===== src/include/flash_self_map.svh =====
// Offsets, field positions, reset values and timing counts for flash self-access.
// Assumes it is included by the package and the design files.
`ifndef FLASH_SELF_MAP_SVH
`define FLASH_SELF_MAP_SVH
`define FS_ADDR_W        15
`define FS_WORD_W        14
`define FS_ROW_WORDS     32
`define FS_LATCH_IDX_W   5
`define FS_BLANK_WORD    14'h3FFF
`define FS_KEY_FIRST     8'h55
`define FS_KEY_SECOND    8'hAA
`define FS_REG_CTRL      3'h0
`define FS_REG_KEY       3'h1
`define FS_REG_DATL      3'h2
`define FS_REG_DATH      3'h3
`define FS_REG_ADRL      3'h4
`define FS_REG_ADRH      3'h5
`define FS_CTRL_RD       0
`define FS_CTRL_WR       1
`define FS_CTRL_PROGRAM_ALLOW     2
`define FS_CTRL_WRITE_ABORT_FLAG    3
`define FS_CTRL_FREE     4
`define FS_CTRL_LATCH_ONLY_LOAD     5
`define FS_CTRL_CONFIG_SPACE_SELECT     6
`define FS_PROG_TIME_US  2000
`define FS_CLK_MHZ       200
`define FS_PROG_CYCLES   (`FS_PROG_TIME_US * `FS_CLK_MHZ)
`endif


===== src/include/flash_self_pkg.sv =====
// Types shared by the flash self-access controller and its latch bank.
// Assumes flash_self_map.svh is on the include path.
`include "flash_self_map.svh"
package flash_self_pkg;
  typedef enum logic [2:0] {
    ST_IDLE  = 3'b000,
    ST_RD1   = 3'b001,
    ST_RD2   = 3'b010,
    ST_NOP1  = 3'b011,
    ST_NOP2  = 3'b100,
    ST_BUSY  = 3'b101
  } seq_state_e;
  typedef struct packed {
    logic       wr;
    logic       rd;
    logic [2:0] addr;
    logic [7:0] wdata;
  } sfr_req_s;
  typedef struct packed {
    logic                 req;
    logic                 erase;
    logic                 prog;
    logic [`FS_ADDR_W-1:0] addr;
    logic [`FS_WORD_W-1:0] wdata;
  } array_cmd_s;
endpackage : flash_self_pkg


===== src/rtl/flash_self_access.sv =====
// Self-access controller for on-chip program flash: registers, unlock, sequencer.
// Assumes one instruction cycle per ref_clk cycle and a flash array on array_* ports.
`timescale 1ns/1ps
`include "flash_self_map.svh"
module flash_self_access
  import flash_self_pkg::*;
#(
  parameter int PROG_CYCLES = `FS_PROG_CYCLES
) (
  input  wire logic                  ref_clk,
  input  wire logic                  resetn,
  input  wire logic                  por_event,
  input  wire sfr_req_s              sfr_req,
  output logic      [7:0]            sfr_rdata,
  output logic                       core_nop_force,
  output logic                       core_stall,
  input  wire logic                  read_protect,
  input  wire logic [1:0]            self_write_guard,
  input  wire logic                  prog_bulk_erase,
  input  wire logic                  prog_access,
  output logic                       prog_allow_ext,
  output array_cmd_s                 array_cmd,
  input  wire logic [`FS_WORD_W-1:0] array_rdata
);
  // ----------------------------------------------------------------
  // Registers
  // ----------------------------------------------------------------
  localparam int CNT_W = $clog2(PROG_CYCLES + 1);
  localparam logic [CNT_W-1:0] PROG_LAST = CNT_W'(PROG_CYCLES - 1);

  seq_state_e            state_reg, state_next;
  logic [`FS_WORD_W-1:0] data_reg;
  logic [`FS_ADDR_W-1:0] addr_reg;
  logic                  rd_reg, wr_reg, allow_reg, abort_reg;
  logic                  free_reg, latch_only_load_reg, config_space_select_reg;
  logic [1:0]            key_reg;
  logic [CNT_W-1:0]      cnt_reg;
  logic [7:0]            rdata_reg;
  logic                  nop_reg, stall_reg, stall_out_reg, ext_reg;
  logic                  cp_latched_reg;
  array_cmd_s            cmd_reg;

  // ----------------------------------------------------------------
  // Decode
  // ----------------------------------------------------------------
  wire wr_ctrl   = sfr_req.wr && sfr_req.addr == `FS_REG_CTRL;
  wire wr_key    = sfr_req.wr && sfr_req.addr == `FS_REG_KEY;
  wire wr_datl   = sfr_req.wr && sfr_req.addr == `FS_REG_DATL;
  wire wr_dath   = sfr_req.wr && sfr_req.addr == `FS_REG_DATH;
  wire wr_adrl   = sfr_req.wr && sfr_req.addr == `FS_REG_ADRL;
  wire wr_adrh   = sfr_req.wr && sfr_req.addr == `FS_REG_ADRH;
  wire idle      = state_reg == ST_IDLE;
  wire rd_set    = wr_ctrl && sfr_req.wdata[`FS_CTRL_RD] && idle;
  wire wr_set    = wr_ctrl && sfr_req.wdata[`FS_CTRL_WR] && idle;
  // Key must be exactly 55h then AAh with no other access between
  wire key_ok    = key_reg == 2'd2;
  // Guard 11 leaves everything writable; 10 and 01 protect the low part in steps, 00 protects all of it
  wire [1:0] top2 = addr_reg[`FS_ADDR_W-2 -: 2];
  wire guarded   = (self_write_guard == 2'b11) ? 1'b0 :
                   (self_write_guard == 2'b10) ? (top2 == 2'b00) :
                   (self_write_guard == 2'b01) ? (top2 != 2'b11) : 1'b1;
  // Start only with key, allow and outside guard; config space not modelled
  wire go        = wr_set && key_ok && allow_reg && !config_space_select_reg && !guarded;
  wire go_latch  = go && latch_only_load_reg && !free_reg;
  wire go_long   = go && !go_latch;
  wire op_done   = state_reg == ST_BUSY && cnt_reg == PROG_LAST;
  // The trigger word itself enters its latch, also for the final row program
  wire go_load   = go && !free_reg;

  logic [`FS_WORD_W-1:0] latch_word;
  flash_latch_bank #(
    .WORDS (`FS_ROW_WORDS),
    .IDX_W (`FS_LATCH_IDX_W)
  ) u_latch (
    .ref_clk (ref_clk),
    .resetn  (resetn),
    .load    (go_load),
    .clear   (op_done),
    .idx     (addr_reg[`FS_LATCH_IDX_W-1:0]),
    .wdata   (data_reg),
    .rd_idx  (cnt_reg[`FS_LATCH_IDX_W-1:0]),
    .rd_word (latch_word)
  );

  // ----------------------------------------------------------------
  // Sequencer
  // ----------------------------------------------------------------
  always_comb begin
    state_next = state_reg;
    case (state_reg)
      ST_IDLE: begin
        if (rd_set && !config_space_select_reg) state_next = ST_RD1;
        else if (go) state_next = ST_NOP1;
      end
      ST_RD1:  state_next = ST_RD2;
      ST_RD2:  state_next = ST_IDLE;
      ST_NOP1: state_next = ST_NOP2;
      ST_NOP2: state_next = stall_reg ? ST_BUSY : ST_IDLE;
      ST_BUSY: state_next = op_done ? ST_IDLE : ST_BUSY;
      default: state_next = ST_IDLE;
    endcase
  end

  always_ff @(posedge ref_clk) begin
    if (!resetn) begin
      state_reg <= ST_IDLE;
      cnt_reg   <= '0;
    end else begin
      state_reg <= state_next;
      cnt_reg   <= (state_reg == ST_BUSY && !op_done) ? cnt_reg + CNT_W'(1) : '0;
    end
  end

  // ----------------------------------------------------------------
  // Control register
  // ----------------------------------------------------------------
  always_ff @(posedge ref_clk) begin
    if (!resetn) begin
      rd_reg   <= 1'b0;
      wr_reg   <= 1'b0;
      free_reg <= 1'b0;
      latch_only_load_reg <= 1'b0;
      config_space_select_reg <= 1'b0;
      key_reg  <= 2'd0;
    end else begin
      // Software can only set start bits; hardware clears them at the end
      if (rd_set && !config_space_select_reg) rd_reg <= 1'b1;
      else if (state_reg == ST_RD2) rd_reg <= 1'b0;
      if (go) wr_reg <= 1'b1;
      else if (op_done || (state_reg == ST_NOP2 && !stall_reg)) wr_reg <= 1'b0;
      if (wr_ctrl) begin
        free_reg <= sfr_req.wdata[`FS_CTRL_FREE];
        latch_only_load_reg <= sfr_req.wdata[`FS_CTRL_LATCH_ONLY_LOAD];
        config_space_select_reg <= sfr_req.wdata[`FS_CTRL_CONFIG_SPACE_SELECT];
      end
      // Any access other than the next key step breaks the sequence
      if (wr_key && sfr_req.wdata == `FS_KEY_FIRST) key_reg <= 2'd1;
      else if (wr_key && sfr_req.wdata == `FS_KEY_SECOND && key_reg == 2'd1) key_reg <= 2'd2;
      else if (sfr_req.wr || sfr_req.rd) key_reg <= 2'd0;
    end
  end

  // Allow bit clears only at power-up, not on other resets
  always_ff @(posedge ref_clk) begin
    if (por_event) allow_reg <= 1'b0;
    else if (resetn && wr_ctrl) allow_reg <= sfr_req.wdata[`FS_CTRL_PROGRAM_ALLOW];
  end

  // Abort flag survives the reset that interrupted a write
  always_ff @(posedge ref_clk) begin
    if (por_event) begin
      abort_reg <= 1'b0;
    end else begin
      if (!resetn && wr_reg) abort_reg <= 1'b1;
      else if (resetn && wr_ctrl && !sfr_req.wdata[`FS_CTRL_WRITE_ABORT_FLAG]) abort_reg <= 1'b0;
    end
  end

  // ----------------------------------------------------------------
  // Data and address pairs
  // ----------------------------------------------------------------
  always_ff @(posedge ref_clk) begin
    if (!resetn) begin
      data_reg <= '0;
      addr_reg <= '0;
    end else begin
      // Read word lands one cycle after the ignored slot
      if (state_reg == ST_RD1) data_reg <= array_rdata;
      else if (wr_datl) data_reg[7:0] <= sfr_req.wdata;
      else if (wr_dath) data_reg[`FS_WORD_W-1:8] <= sfr_req.wdata[`FS_WORD_W-9:0];
      if (wr_adrl) addr_reg[7:0] <= sfr_req.wdata;
      if (wr_adrh) addr_reg[`FS_ADDR_W-1:8] <= sfr_req.wdata[`FS_ADDR_W-9:0];
    end
  end

  // ----------------------------------------------------------------
  // Outputs
  // ----------------------------------------------------------------
  logic [7:0] rd_mux;
  always_comb begin
    case (sfr_req.addr)
      `FS_REG_CTRL: rd_mux = {1'b0, config_space_select_reg, latch_only_load_reg, free_reg, abort_reg,
                              allow_reg, wr_reg, rd_reg};
      `FS_REG_KEY:  rd_mux = 8'h00;
      `FS_REG_DATL: rd_mux = data_reg[7:0];
      `FS_REG_DATH: rd_mux = {2'b00, data_reg[`FS_WORD_W-1:8]};
      `FS_REG_ADRL: rd_mux = addr_reg[7:0];
      `FS_REG_ADRH: rd_mux = {1'b0, addr_reg[`FS_ADDR_W-1:8]};
      default:      rd_mux = 8'h00;
    endcase
  end

  // Stall covers only erase and row program; latch loads never stall
  always_ff @(posedge ref_clk) begin
    if (!resetn) begin
      rdata_reg <= 8'h00;
      nop_reg   <= 1'b0;
      stall_reg <= 1'b0;
      stall_out_reg <= 1'b0;
      ext_reg   <= 1'b0;
      cmd_reg   <= '0;
      cp_latched_reg <= 1'b0;
    end else begin
      rdata_reg <= rd_mux;
      // Forced slots: the two ignored read slots, or the two no-ops after a write start
      nop_reg   <= rd_set && !config_space_select_reg || go || state_reg == ST_NOP1 ||
                   state_reg == ST_RD1;
      if (go) stall_reg <= go_long;
      else if (op_done) stall_reg <= 1'b0;
      // Registered copy of the busy state so the stall output is a flop
      stall_out_reg <= state_next == ST_BUSY;
      // Protection holds until a programmer bulk erase or a reset
      if (prog_bulk_erase) cp_latched_reg <= 1'b0;
      else if (read_protect) cp_latched_reg <= 1'b1;
      ext_reg   <= prog_access && !(cp_latched_reg || read_protect);
      // Row select from upper bits; program does no implicit erase
      cmd_reg.req     <= (state_reg == ST_RD1) || (state_reg == ST_BUSY);
      cmd_reg.erase   <= state_reg == ST_BUSY && free_reg;
      cmd_reg.prog    <= state_reg == ST_BUSY && !free_reg;
      cmd_reg.addr    <= (state_reg == ST_BUSY) ?
                         {addr_reg[`FS_ADDR_W-1:`FS_LATCH_IDX_W],
                          cnt_reg[`FS_LATCH_IDX_W-1:0]} : addr_reg;
      cmd_reg.wdata   <= latch_word;
    end
  end

  assign sfr_rdata      = rdata_reg;
  assign core_nop_force = nop_reg;
  assign core_stall     = stall_out_reg;
  assign prog_allow_ext = ext_reg;
  assign array_cmd      = cmd_reg;
endmodule : flash_self_access


===== src/rtl/flash_latch_bank.sv =====
// Bank of word-wide write latches for one flash row.
// Assumes loads and clears come from the sequencer on the same clock.
`timescale 1ns/1ps
`include "flash_self_map.svh"
module flash_latch_bank
  import flash_self_pkg::*;
#(
  parameter int WORDS = `FS_ROW_WORDS,
  parameter int IDX_W = `FS_LATCH_IDX_W
) (
  input  wire logic                  ref_clk,
  input  wire logic                  resetn,
  input  wire logic                  load,
  input  wire logic                  clear,
  input  wire logic [IDX_W-1:0]      idx,
  input  wire logic [`FS_WORD_W-1:0] wdata,
  input  wire logic [IDX_W-1:0]      rd_idx,
  output logic      [`FS_WORD_W-1:0] rd_word
);
  logic [`FS_WORD_W-1:0] latch_reg [WORDS];

  // Latches only fill through the data pair, never directly
  for (genvar g = 0; g < WORDS; g++) begin : g_latch
    always_ff @(posedge ref_clk) begin
      if (!resetn || clear) begin
        latch_reg[g] <= `FS_BLANK_WORD;
      end else if (load && idx == IDX_W'(g)) begin
        latch_reg[g] <= wdata;
      end
    end
  end

  assign rd_word = latch_reg[rd_idx];
endmodule : flash_latch_bank


===== config.mk =====
export PLATFORM = sky130hd
export DESIGN_NAME = flash_self_access
export DESIGN_NICKNAME = d
export VERILOG_FILES = /design/src/include/flash_self_pkg.sv /design/src/rtl/flash_self_access.sv /design/src/rtl/flash_latch_bank.sv
export VERILOG_INCLUDE_DIRS = /design/src /design/src/include
export SDC_FILE = /design/constraint.sdc
export NUM_CORES = 1
export LEC_CHECK = 0
export ABC_AREA = 1
export BUFFER_PORTS_ARGS = -buffer_cell sky130_fd_sc_hd__clkbuf_2
export CAP_MARGIN = 20
export CORE_AREA = 4 4 199 297
export DETAILED_ROUTE_END_ITERATION = 8
export DIE_AREA = 0 0 203 301
export SYNTH_ARGS = -nofsm -noshare
export SYNTH_HDL_FRONTEND = slang
export SYNTH_HIERARCHICAL = 1
export SYNTH_SLANG_ARGS = --single-unit

===== constraint.sdc =====
create_clock -name ref_clk -period 2.9 [get_ports ref_clk]
set_input_delay 0.145 -clock ref_clk [delete_from_list [all_inputs] [get_ports ref_clk]]
set_output_delay 0.145 -clock ref_clk [all_outputs]
set_load 0.02 [all_outputs]

==> results.md, run 1 <==
* Ys flop type: edfxtp_1
* CP Data Required Time at 3.45 ns
* Most frequent CP cell: inv_2
* Max Clk Rate at 0.395 GHz
* Setup Viol. Count Final at 0
* Rel. slew slack at 47.7%
* H-Tree Level Count at 2
* R2R depth at 8
* R2r setup slk at 0.37 ns
* Static leakage at 9.87 nW
* Area contributors post-synth: edfxtp_1, nand2_1, dfxtp_1
* Yosys top cell area share at 53.4%
* Layout Nets at 2881
* Placed instance area at 26600 sq um
* Vias in the first global route at 19400
* Setup CP Type: reg2reg
* Port-buffer cells at 77
* Share of cells above drive strength 1 at 10.8%
* Area occupied by multi-input gates at 8150 sq um
* Worst Skew at 0.0174 ns
* Storage element area at 15600 sq um
* # Post-CTS Setup Buffers at 0
* Setup tns final at 0 ns
* Period utilization at 87.3%
* FF+latch count, synth at 553
* I/O pin cnt at 78
* CTS sink cnt at 553
* Grt total ovfl at 0
* Family with the most delay on the worst path: buffers and inverters
* Largest family of logic cells by synthesized area: simple AND/OR/NAND/NOR gates
* Synth Area in Adders at 0.0497%
* Distinct cell type count after synthesis at 41
* DR WL/cell at 20.3 um
* Layout area overhead at 14.3%
* Compound-Gate Fraction of Synth Area at 2.40%
* Hold buffers post-CTS at 44
* Worst Tran Pin Value at 0.785 ns
* Initial antenna violation count at 0
* Synth Area in Simple Gates at 29.6%
* Post-synthesis sequential area ratio at 61.8%
* N_diodes at 0
* Final Hold Viols at 0
* Syn avg cell area at 9.10 sq um
* DRC violations left at 0
* Asr flop ratio synth at 0%
* Startpoint Class: flip-flop
* Dominant cell by count in the synthesized netlist: nand2_1
* Clk_lat worst skew at 0.61 ns
* Initial core utilization at 44.5%
* Routed vias at 19500
* Final wirelength at 73.9 mm
* Die area at 61100 sq um
* Post-CTS Resized at 0
* DP HPWL at 46.4 mm
* Hold_sp: self_write_guard[0]
* Worst VDD drop at 0.512 mV
* Routed Antenna Nets at 0
* Initial DRC Count at 1695
* Max Cap Viol at 0
* Number of buffers created by CTS at 53
* Core area at 56600 sq um
* Final count of pins violating max slew at 0
* Crit path DAT at 3.08 ns
* Crit. path cell count at 8
* Cell count after synthesis at 2767
* Synth cell count leaders: nand2_1, edfxtp_1, nand3_1
* CP Capture Type: flip-flop
* Vias per cell at 5.33
* Clk buf depth at 3
* Syn_nets at 2803
* Gr usage total at 24.0%
* CP bufs+invs at 3
* Cell area after synthesis at 25200 sq um
* RSZ-0062 raised after global routing: false
* Reg2reg end: data_reg[5]
* First-pass GRT wire length at 113 mm
* Worst path max stage delay at 0.59 ns
* Final hold slack at 0.0350 ns
* Largest register FFs at 448
* Hold path cells at 5
* Routability cong. at 0.884
* Final min period at 2.53 ns
* Setup crit start: state_reg[2]
* Post-route cell area at 28800 sq um
* Crit-path max FO at 16
* Power per cell area at 561 nW/um^2
* Worst hold-check path type: in2reg
* Clock root cell: clkbuf_16
* EDFF count, synth at 448
* Hold endpoint: wr_reg
* Slowest CP cell: dlygate4sd3_1
* Largest net degree at the start of global routing at 122
* CTS tree: yes
* First-pass DRT Iterations at 5
* Outcome: finished, final reports clean
* Number of fill cells at 5229
* Clock slew at reported path FFs at 0.07 ns
* Standard-cell rows at 107
* Yosys top cell by area: edfxtp_1
* Die height at 301 um
* Warnings from Yosys at 6
* Worst r2r src: state_reg[2]
* Synth Area in XOR/XNOR at 0.313%
* Mux share of post-synthesis cell area at 0%
* Worst path cell trace: inv_2 > nand2_2 > inv_2 > nand2_1 > o21ai_2 > o21ai_0 > a31oi_1 > dlygate4sd3_1
* Horiz. Die Dim at 203 um
tightest hold or removal path, cell delays in order:
cell and delay (ns):
clkbuf_2 0.10, inv_1 0.06, a21oi_1 0.08, nand2_1 0.13
a21oi_1 0.08
where the power goes:
part           total (mW)  leakage, nW  internal, mW  switching, mW
combinational       0.624         5.14         0.167          0.456
clock                6.94        0.839          3.97           2.97
sequential           8.59         3.89          8.57         0.0196
cell type report:
class                      instances  share of cell area [%]
clock buffer                      62                    4.87
clock inverter                    36                    1.11
inverter                         116                    1.53
multi-input combinational       1906                    28.3
sequential                       553                    54.1
tap                              763                    3.32
timing repair buffer             215                    6.80
metrics by stage:
| step | std cells | util (%) | power [mW] | setup slack [ns] |
|---|---|---|---|---|
| 6_report | 3651 | 50.8 | 16.2 | 0.368 |
| 5_1_grt | 3651 | 50.8 | 16.6 | 0.204 |
| 3_3_place_gp | 3509 | 47.0 | 9.33 | 0.395 |
| 4_1_cts | 3651 | 50.8 | 16.3 | 0.439 |
| 3_5_place_dp | 3509 | 47.0 | 9.34 | 0.408 |
| 2_1_floorplan | 2767 | - | 9.05 | 0.152 |
cell families (layout without fill, tap and decap cells):
logic type / Yosys count / in the layout
and+or+nand+nor: 1783 / 1783
DFF: 553 / 553
buffers and inverters: 308 / 429
adders and majority gates: 1 / 1
xor gates and xnor gates: 9 / 9
AOI/OAI and AO/OA: 113 / 113
placed cells by master (no fill, tap or decap), types with 34 or more instances in the layout:
cell type      count
o21ai_0           41
nor2_1            80
a21oi_1           48
inv_1            104
edfxtp_1         448
clkbuf_16         55
buf_12            34
clkbuf_2          77
nand3_1          377
nand2_1         1257
dfxtp_1          102
buf_4             60
dlygate4sd3_1     44
per-layer routing:
layer	vias to the layer above	part of all wire [%]	GRT usage, %	wire length (um)
met5	-	0	0	0
met4	0	5.2	11.5	3880
met3	192	5.2	2.41	3830
met2	687	52	43.3	38200
met1	9351	38	28.8	28000
li1	9231	-	-	-
worst max-delay path by stage:
stage	end	slack (ns)
2_1_floorplan	u_latch/latch_reg[0][0]	0.15
3_3_place_gp	u_latch/latch_reg[11][9]	0.40
3_5_place_dp	u_latch/latch_reg[13][5]	0.41
4_1_cts	u_latch/latch_reg[13][5]	0.44
5_1_grt	u_latch/latch_reg[5][5]	0.20
6_report	data_reg[5]	0.37
No activity file was read; power rests on OpenSTA's default activity.
==> run 2: changes to the inputs <==
REMOVE_ABC_BUFFERS = 1   (was not set)
SLEW_MARGIN = 20   (was not set)
==> run 2 against run 1 <==
Critical path depth grew 1. Clock power grew 8.8%. Via count is 0.31% lower. Fmax shrank 1.1%. Non-clock buffer count decreased by 4. Die area unchanged. Clock skew grew 0.017 ns. Critical path type is now in2reg. Critical endpoint is now key_reg[0]. Largest power group unchanged.
==> results.md, run 2 (synthesis results as in run 1) <==
* Die area at 61100 sq um
* Worst Tran Pin Value at 1.11 ns
* Worst Skew at 0.0348 ns
* Number of fill cells at 5211
* CP bufs+invs at 6
* Final count of pins violating max slew at 0
* Max Clk Rate at 0.390 GHz
* Layout Nets at 2877
* Power per cell area at 581 nW/um^2
* Final Hold Viols at 0
* Area occupied by multi-input gates at 8150 sq um
* First-pass DRT Iterations at 8
* Crit-path max FO at 4
* CTS tree: yes
* DP HPWL at 46.4 mm
* Port-buffer cells at 77
* Startpoint Class: input port
* Largest register FFs at 448
* Most frequent CP cell: dlygate4sd3_1
* Share of cells above drive strength 1 at 10.9%
* Static leakage at 9.92 nW
* Gr usage total at 23.8%
* Clk buf depth at 3
* Worst hold-check path type: in2reg
* Core area at 56600 sq um
* First-pass GRT wire length at 111 mm
* Setup Viol. Count Final at 0
* Clk_lat worst skew at 0.62 ns
* CTS sink cnt at 553
* H-Tree Level Count at 2
* DR WL/cell at 20.2 um
* Final hold slack at 0.0583 ns
* CP Capture Type: flip-flop
* Post-CTS Resized at 0
* Crit path DAT at 3.12 ns
* Slowest CP cell: dlygate4sd3_1
* Clock slew at reported path FFs at 0.06 ns
* Hold_sp: self_write_guard[1]
* Vias in the first global route at 19100
* Commonest non-fill, non-tap cell in the layout: nand2_1
* Setup CP Type: in2reg
* Initial antenna violation count at 0
* Rel. slew slack at 26.1%
* Worst path max stage delay at 0.61 ns
* Clock root cell: clkbuf_16
* Standard-cell rows at 107
* CP Data Required Time at 3.46 ns
* RSZ-0062 raised after global routing: false
* DRC violations left at 0
* Routability cong. at 0.899
* Hold buffers post-CTS at 45
* Worst setup margin at 0.339 ns
* Initial core utilization at 44.5%
* Worst r2r src: cnt_reg[0]
* Storage element area at 15600 sq um
* Overall power at 16.8 mW
* Max Cap Viol at 0
* Post-place setup slack at 0.349 ns
* Initial DRC Count at 1857
* I/O pin cnt at 78
* Setup tns final at 0 ns
* Horiz. Die Dim at 203 um
* Routed vias at 19400
* Grt total ovfl at 0
* Period utilization at 88.3%
* Final min period at 2.56 ns
* Worst path cell trace: dlygate4sd3_1 > clkbuf_2 > inv_1 > nor4_1 > dlygate4sd3_1 > nand2_1 > dlygate4sd3_1 > a21oi_1 > dlygate4sd3_1
* Outcome: finished, final reports clean
* N_diodes at 0
* Largest net degree at the start of global routing at 230
* Final wirelength at 73.6 mm
* Routed Antenna Nets at 0
* Family with the most delay on the worst path: buffers and inverters
* Setup crit start: sfr_req[8]
* Worst VDD drop at 0.452 mV
* Layout area overhead at 14.5%
* Number of buffers created by CTS at 53
* Die height at 301 um
* Final core utilization at 50.9%
* # Post-CTS Setup Buffers at 0
* Most frequent cells in the layout: nand2_1, edfxtp_1, nand3_1
* Vias per cell at 5.32
## run 2: changes by cell type in the layout (fill, tap and decap cells not counted), sizes merged
cell	before	now
buf	94	89
bufinv	6	11
clkbuf	139	142
clkinv	26	21
clkinvlp	5	2
dlygate4sd3	44	45
inv	115	117
## run 2: final cells by class
class / count / area share (%)
Sequential cell: 553 / 54.0
Tap cell: 763 / 3.31
Clock buffer: 65 / 4.93
Inverter: 116 / 1.53
Timing Repair Buffer: 211 / 6.34
Clock inverter: 35 / 1.67
Multi-Input combinational cell: 1906 / 28.3
## run 2: worst paths after layout
check                            end  slack (ns)  cells after the start
max                       key_reg[0]        0.34                      9
max reg2reg  u_latch/latch_reg[3][1]        0.35                     11
min                           wr_reg        0.06                      5
min reg2reg            array_cmd[20]        0.43                      2
## run 2: power by group
group | switching (mW) | internal [mW] | leakage (nW)
sequential | 0.0208 | 8.57 | 3.89
combinational | 0.447 | 0.170 | 5.10
clock | 3.07 | 4.48 | 0.926
total | 3.54 | 13.2 | 9.92
## run 2: routing by layer
layer / share of wire [%] / up-vias / global-route usage (%)
met1: 37 / 9242 / 28.3
li1: - / 9220 / -
met5: 0 / - / 0
met2: 51 / 749 / 42.2
met3: 6.2 / 190 / 3.10
met4: 5.8 / 0 / 12.1
## run 2: worst min-delay path, delay by kind of cell
family	cells	cell delay [ns]
buffers and inverters	1	0.08
and+or+nand+nor	1	0.16
AOI/OAI and AO/OA	3	0.22
## run 2: stage by stage
stage | instances | area, sq um
2_1_floorplan | 2575 | 24100
3_3_place_gp | 3504 | 26500
3_5_place_dp | 3504 | 26500
4_1_cts | 3649 | 28800
5_1_grt | 3649 | 28800
6_report | 3649 | 28800
==> run 3: changes to the inputs <==
CORE_AREA = 4 4 189 282   (was 4 4 199 297)
DIE_AREA = 0 0 193 286   (was 0 0 203 301)
PLACE_DENSITY = 0.68   (was not set)
==> run 3 against run 2 <==
Register-to-register slack worse by 0.14 ns. Cell area is 1.8% lower. Clock skew is 0.022 ns lower. Via count is 0.70% higher. Cell count is 2.8% lower. Highest routed layer unchanged. Die area is 9.7% lower. Critical path type is now reg2reg. Flip-flop and latch count stayed put. Hold slack worse by 0.025 ns. Sequential share of layout area is 0.99 points higher. Setup slack worse by 0.13 ns. Critical path depth is 2 higher. Count of clock-buffer cells in the layout is 2 lower.
==> results.md, run 3 (synthesis results as in run 1) <==
* Outcome: finished, final reports clean
* DRC violations left at 0
* Clk_lat worst skew at 0.58 ns
* CP Data Required Time at 3.34 ns
* Horiz. Die Dim at 193 um
* CP Capture Type: flip-flop
* Layout Nets at 2873
* CP bufs+invs at 4
* R2r setup slk at 0.21 ns
* Routed Antenna Nets at 0
* N_diodes at 0
* Setup Viol. Count Final at 0
* Vias per cell at 5.51
* Initial antenna violation count at 0
* Final wirelength at 70.3 mm
* CTS tree: yes
* # Post-CTS Setup Buffers at 0
* Final min period at 2.69 ns
* Static leakage at 9.77 nW
* Die area at 55200 sq um
* Family with the most delay on the worst path: buffers and inverters
* Port-buffer cells at 77
* Largest register FFs at 448
* Number of buffers created by CTS at 51
* First-pass GRT wire length at 109 mm
* Core area at 50700 sq um
* Routability cong. at 0.945
* Post-place setup slack at 0.208 ns
* Period utilization at 92.7%
* Hold endpoint: data_reg[12]
* Standard-cell rows at 101
* Overall power at 16.3 mW
* Clock slew at reported path FFs at 0.07 ns
* Worst r2r src: cnt_reg[1]
* Worst path max stage delay at 0.58 ns
* Worst VDD drop at 0.458 mV
* DP HPWL at 44.6 mm
* Setup CP Type: reg2reg
* Grt total ovfl at 0
* Clk buf depth at 3
* Startpoint Class: flip-flop
* CTS sink cnt at 553
* Gr usage total at 25.5%
* Layout area overhead at 12.4%
* Hold path cells at 5
* DR WL/cell at 19.8 um
* Final Hold Viols at 0
* Worst hold-check path type: in2reg
* Most frequent cells in the layout: nand2_1, edfxtp_1, nand3_1
* H-Tree Level Count at 2
* First-pass DRT Iterations at 6
* Worst path cell trace: ha_1 > nand2_2 > nor3_4 > nand3_1 > inv_1 > nor2_2 > inv_2 > buf_4 > nor2_2 > buf_4 > nand2_1
* Vias in the first global route at 19800
* Slowest CP cell: inv_2
* Power per cell area at 574 nW/um^2
* Initial DRC Count at 1852
* R2R depth at 11
* Initial core utilization at 49.7%
* Die height at 286 um
* Clock root cell: clkbuf_16
* Max Clk Rate at 0.372 GHz
* Crit path DAT at 3.12 ns
* Commonest non-fill, non-tap cell in the layout: nand2_1
* Worst setup margin at 0.211 ns
* Largest net degree at the start of global routing at 148
* Crit-path max FO at 22
* Hold_sp: array_rdata[12]
* Final count of pins violating max slew at 0
* I/O pin cnt at 78
* Share of cells above drive strength 1 at 10.8%
* RSZ-0062 raised after global routing: false
* Worst Skew at 0.0129 ns
* Max Cap Viol at 0
* Rel. slew slack at 45.7%
* Worst Tran Pin Value at 0.813 ns
* Routed vias at 19500
* Reg2reg end: u_latch/latch_reg[18][0]
-- run 3: area by class of cell --
class	instances	area, sq um
clock buffer	63	1390
sequential	553	15600
clock inverter	32	380
tap	669	837
fill	4359	22400
inverter	116	442
timing repair buffer	209	1550
multi-input combinational	1906	8150
-- run 3: metal layers --
| metal | GRT usage [%] | vias to the layer above | wire, um |
|---|---|---|---|
| met5 | 0 | - | 0 |
| met4 | 14.5 | 0 | 4490 |
| met3 | 2.83 | 222 | 4720 |
| met2 | 44.2 | 842 | 35200 |
| met1 | 30.8 | 9270 | 25900 |
| li1 | - | 9203 | - |
-- run 3: how the worst max path moves through the flow --
stage / start / to / slack, ns / cells past startpoint
3_3_place_gp: cnt_reg[1] / u_latch/latch_reg[20][7] / 0.25 / 11
3_5_place_dp: cnt_reg[1] / u_latch/latch_reg[18][0] / 0.21 / 11
5_1_grt: cnt_reg[0] / array_cmd[6] / 0.02 / 12
6_report: cnt_reg[1] / u_latch/latch_reg[18][0] / 0.21 / 11
2_1_floorplan: cnt_reg[0] / array_cmd[0] / -4.11 / 11
4_1_cts: cnt_reg[1] / u_latch/latch_reg[18][0] / 0.19 / 11
-- run 3: per-stage QoR --
| step | cells | instance area, sq um | util, % | hold WS [ns] | setup TNS [ns] |
|---|---|---|---|---|---|
| 2_1_floorplan | 2575 | 24100 | - | 0.214 | -3118.90 |
| 3_3_place_gp | 3412 | 26100 | 51.6 | 0.309 | 0 |
| 3_5_place_dp | 3412 | 26100 | 51.6 | 0.317 | 0 |
| 4_1_cts | 3548 | 28300 | 55.9 | 0.00586 | 0 |
| 5_1_grt | 3548 | 28300 | 55.9 | 0.0444 | 0 |
| 6_report | 3548 | 28300 | 55.9 | 0.0334 | 0 |
-- run 3: worst reg2reg max path, stage by stage (launching register included) --
cell and delay, ns:
dfxtp_4 0.37, ha_1 0.19, nand2_2 0.11, nor3_4 0.28
nand3_1 0.17, inv_1 0.10, nor2_2 0.06, inv_2 0.58
buf_4 0.38, nor2_2 0.06, buf_4 0.18, nand2_1 0.08
-- run 3: power breakdown --
| group | total (mW) | leakage [nW] | internal, mW | switching [mW] |
|---|---|---|---|---|
| Clock | 7.11 | 0.865 | 4.20 | 2.90 |
| Sequential | 8.59 | 3.89 | 8.57 | 0.0217 |
| Combinational | 0.573 | 5.01 | 0.140 | 0.433 |
-- run 3: what timing repair did --
item                                    CTS  global route
hold buffers                             41             0
endpoints found under the setup margin    0             0
gates resized for setup                   0             0
endpoints found under the hold margin    37             0
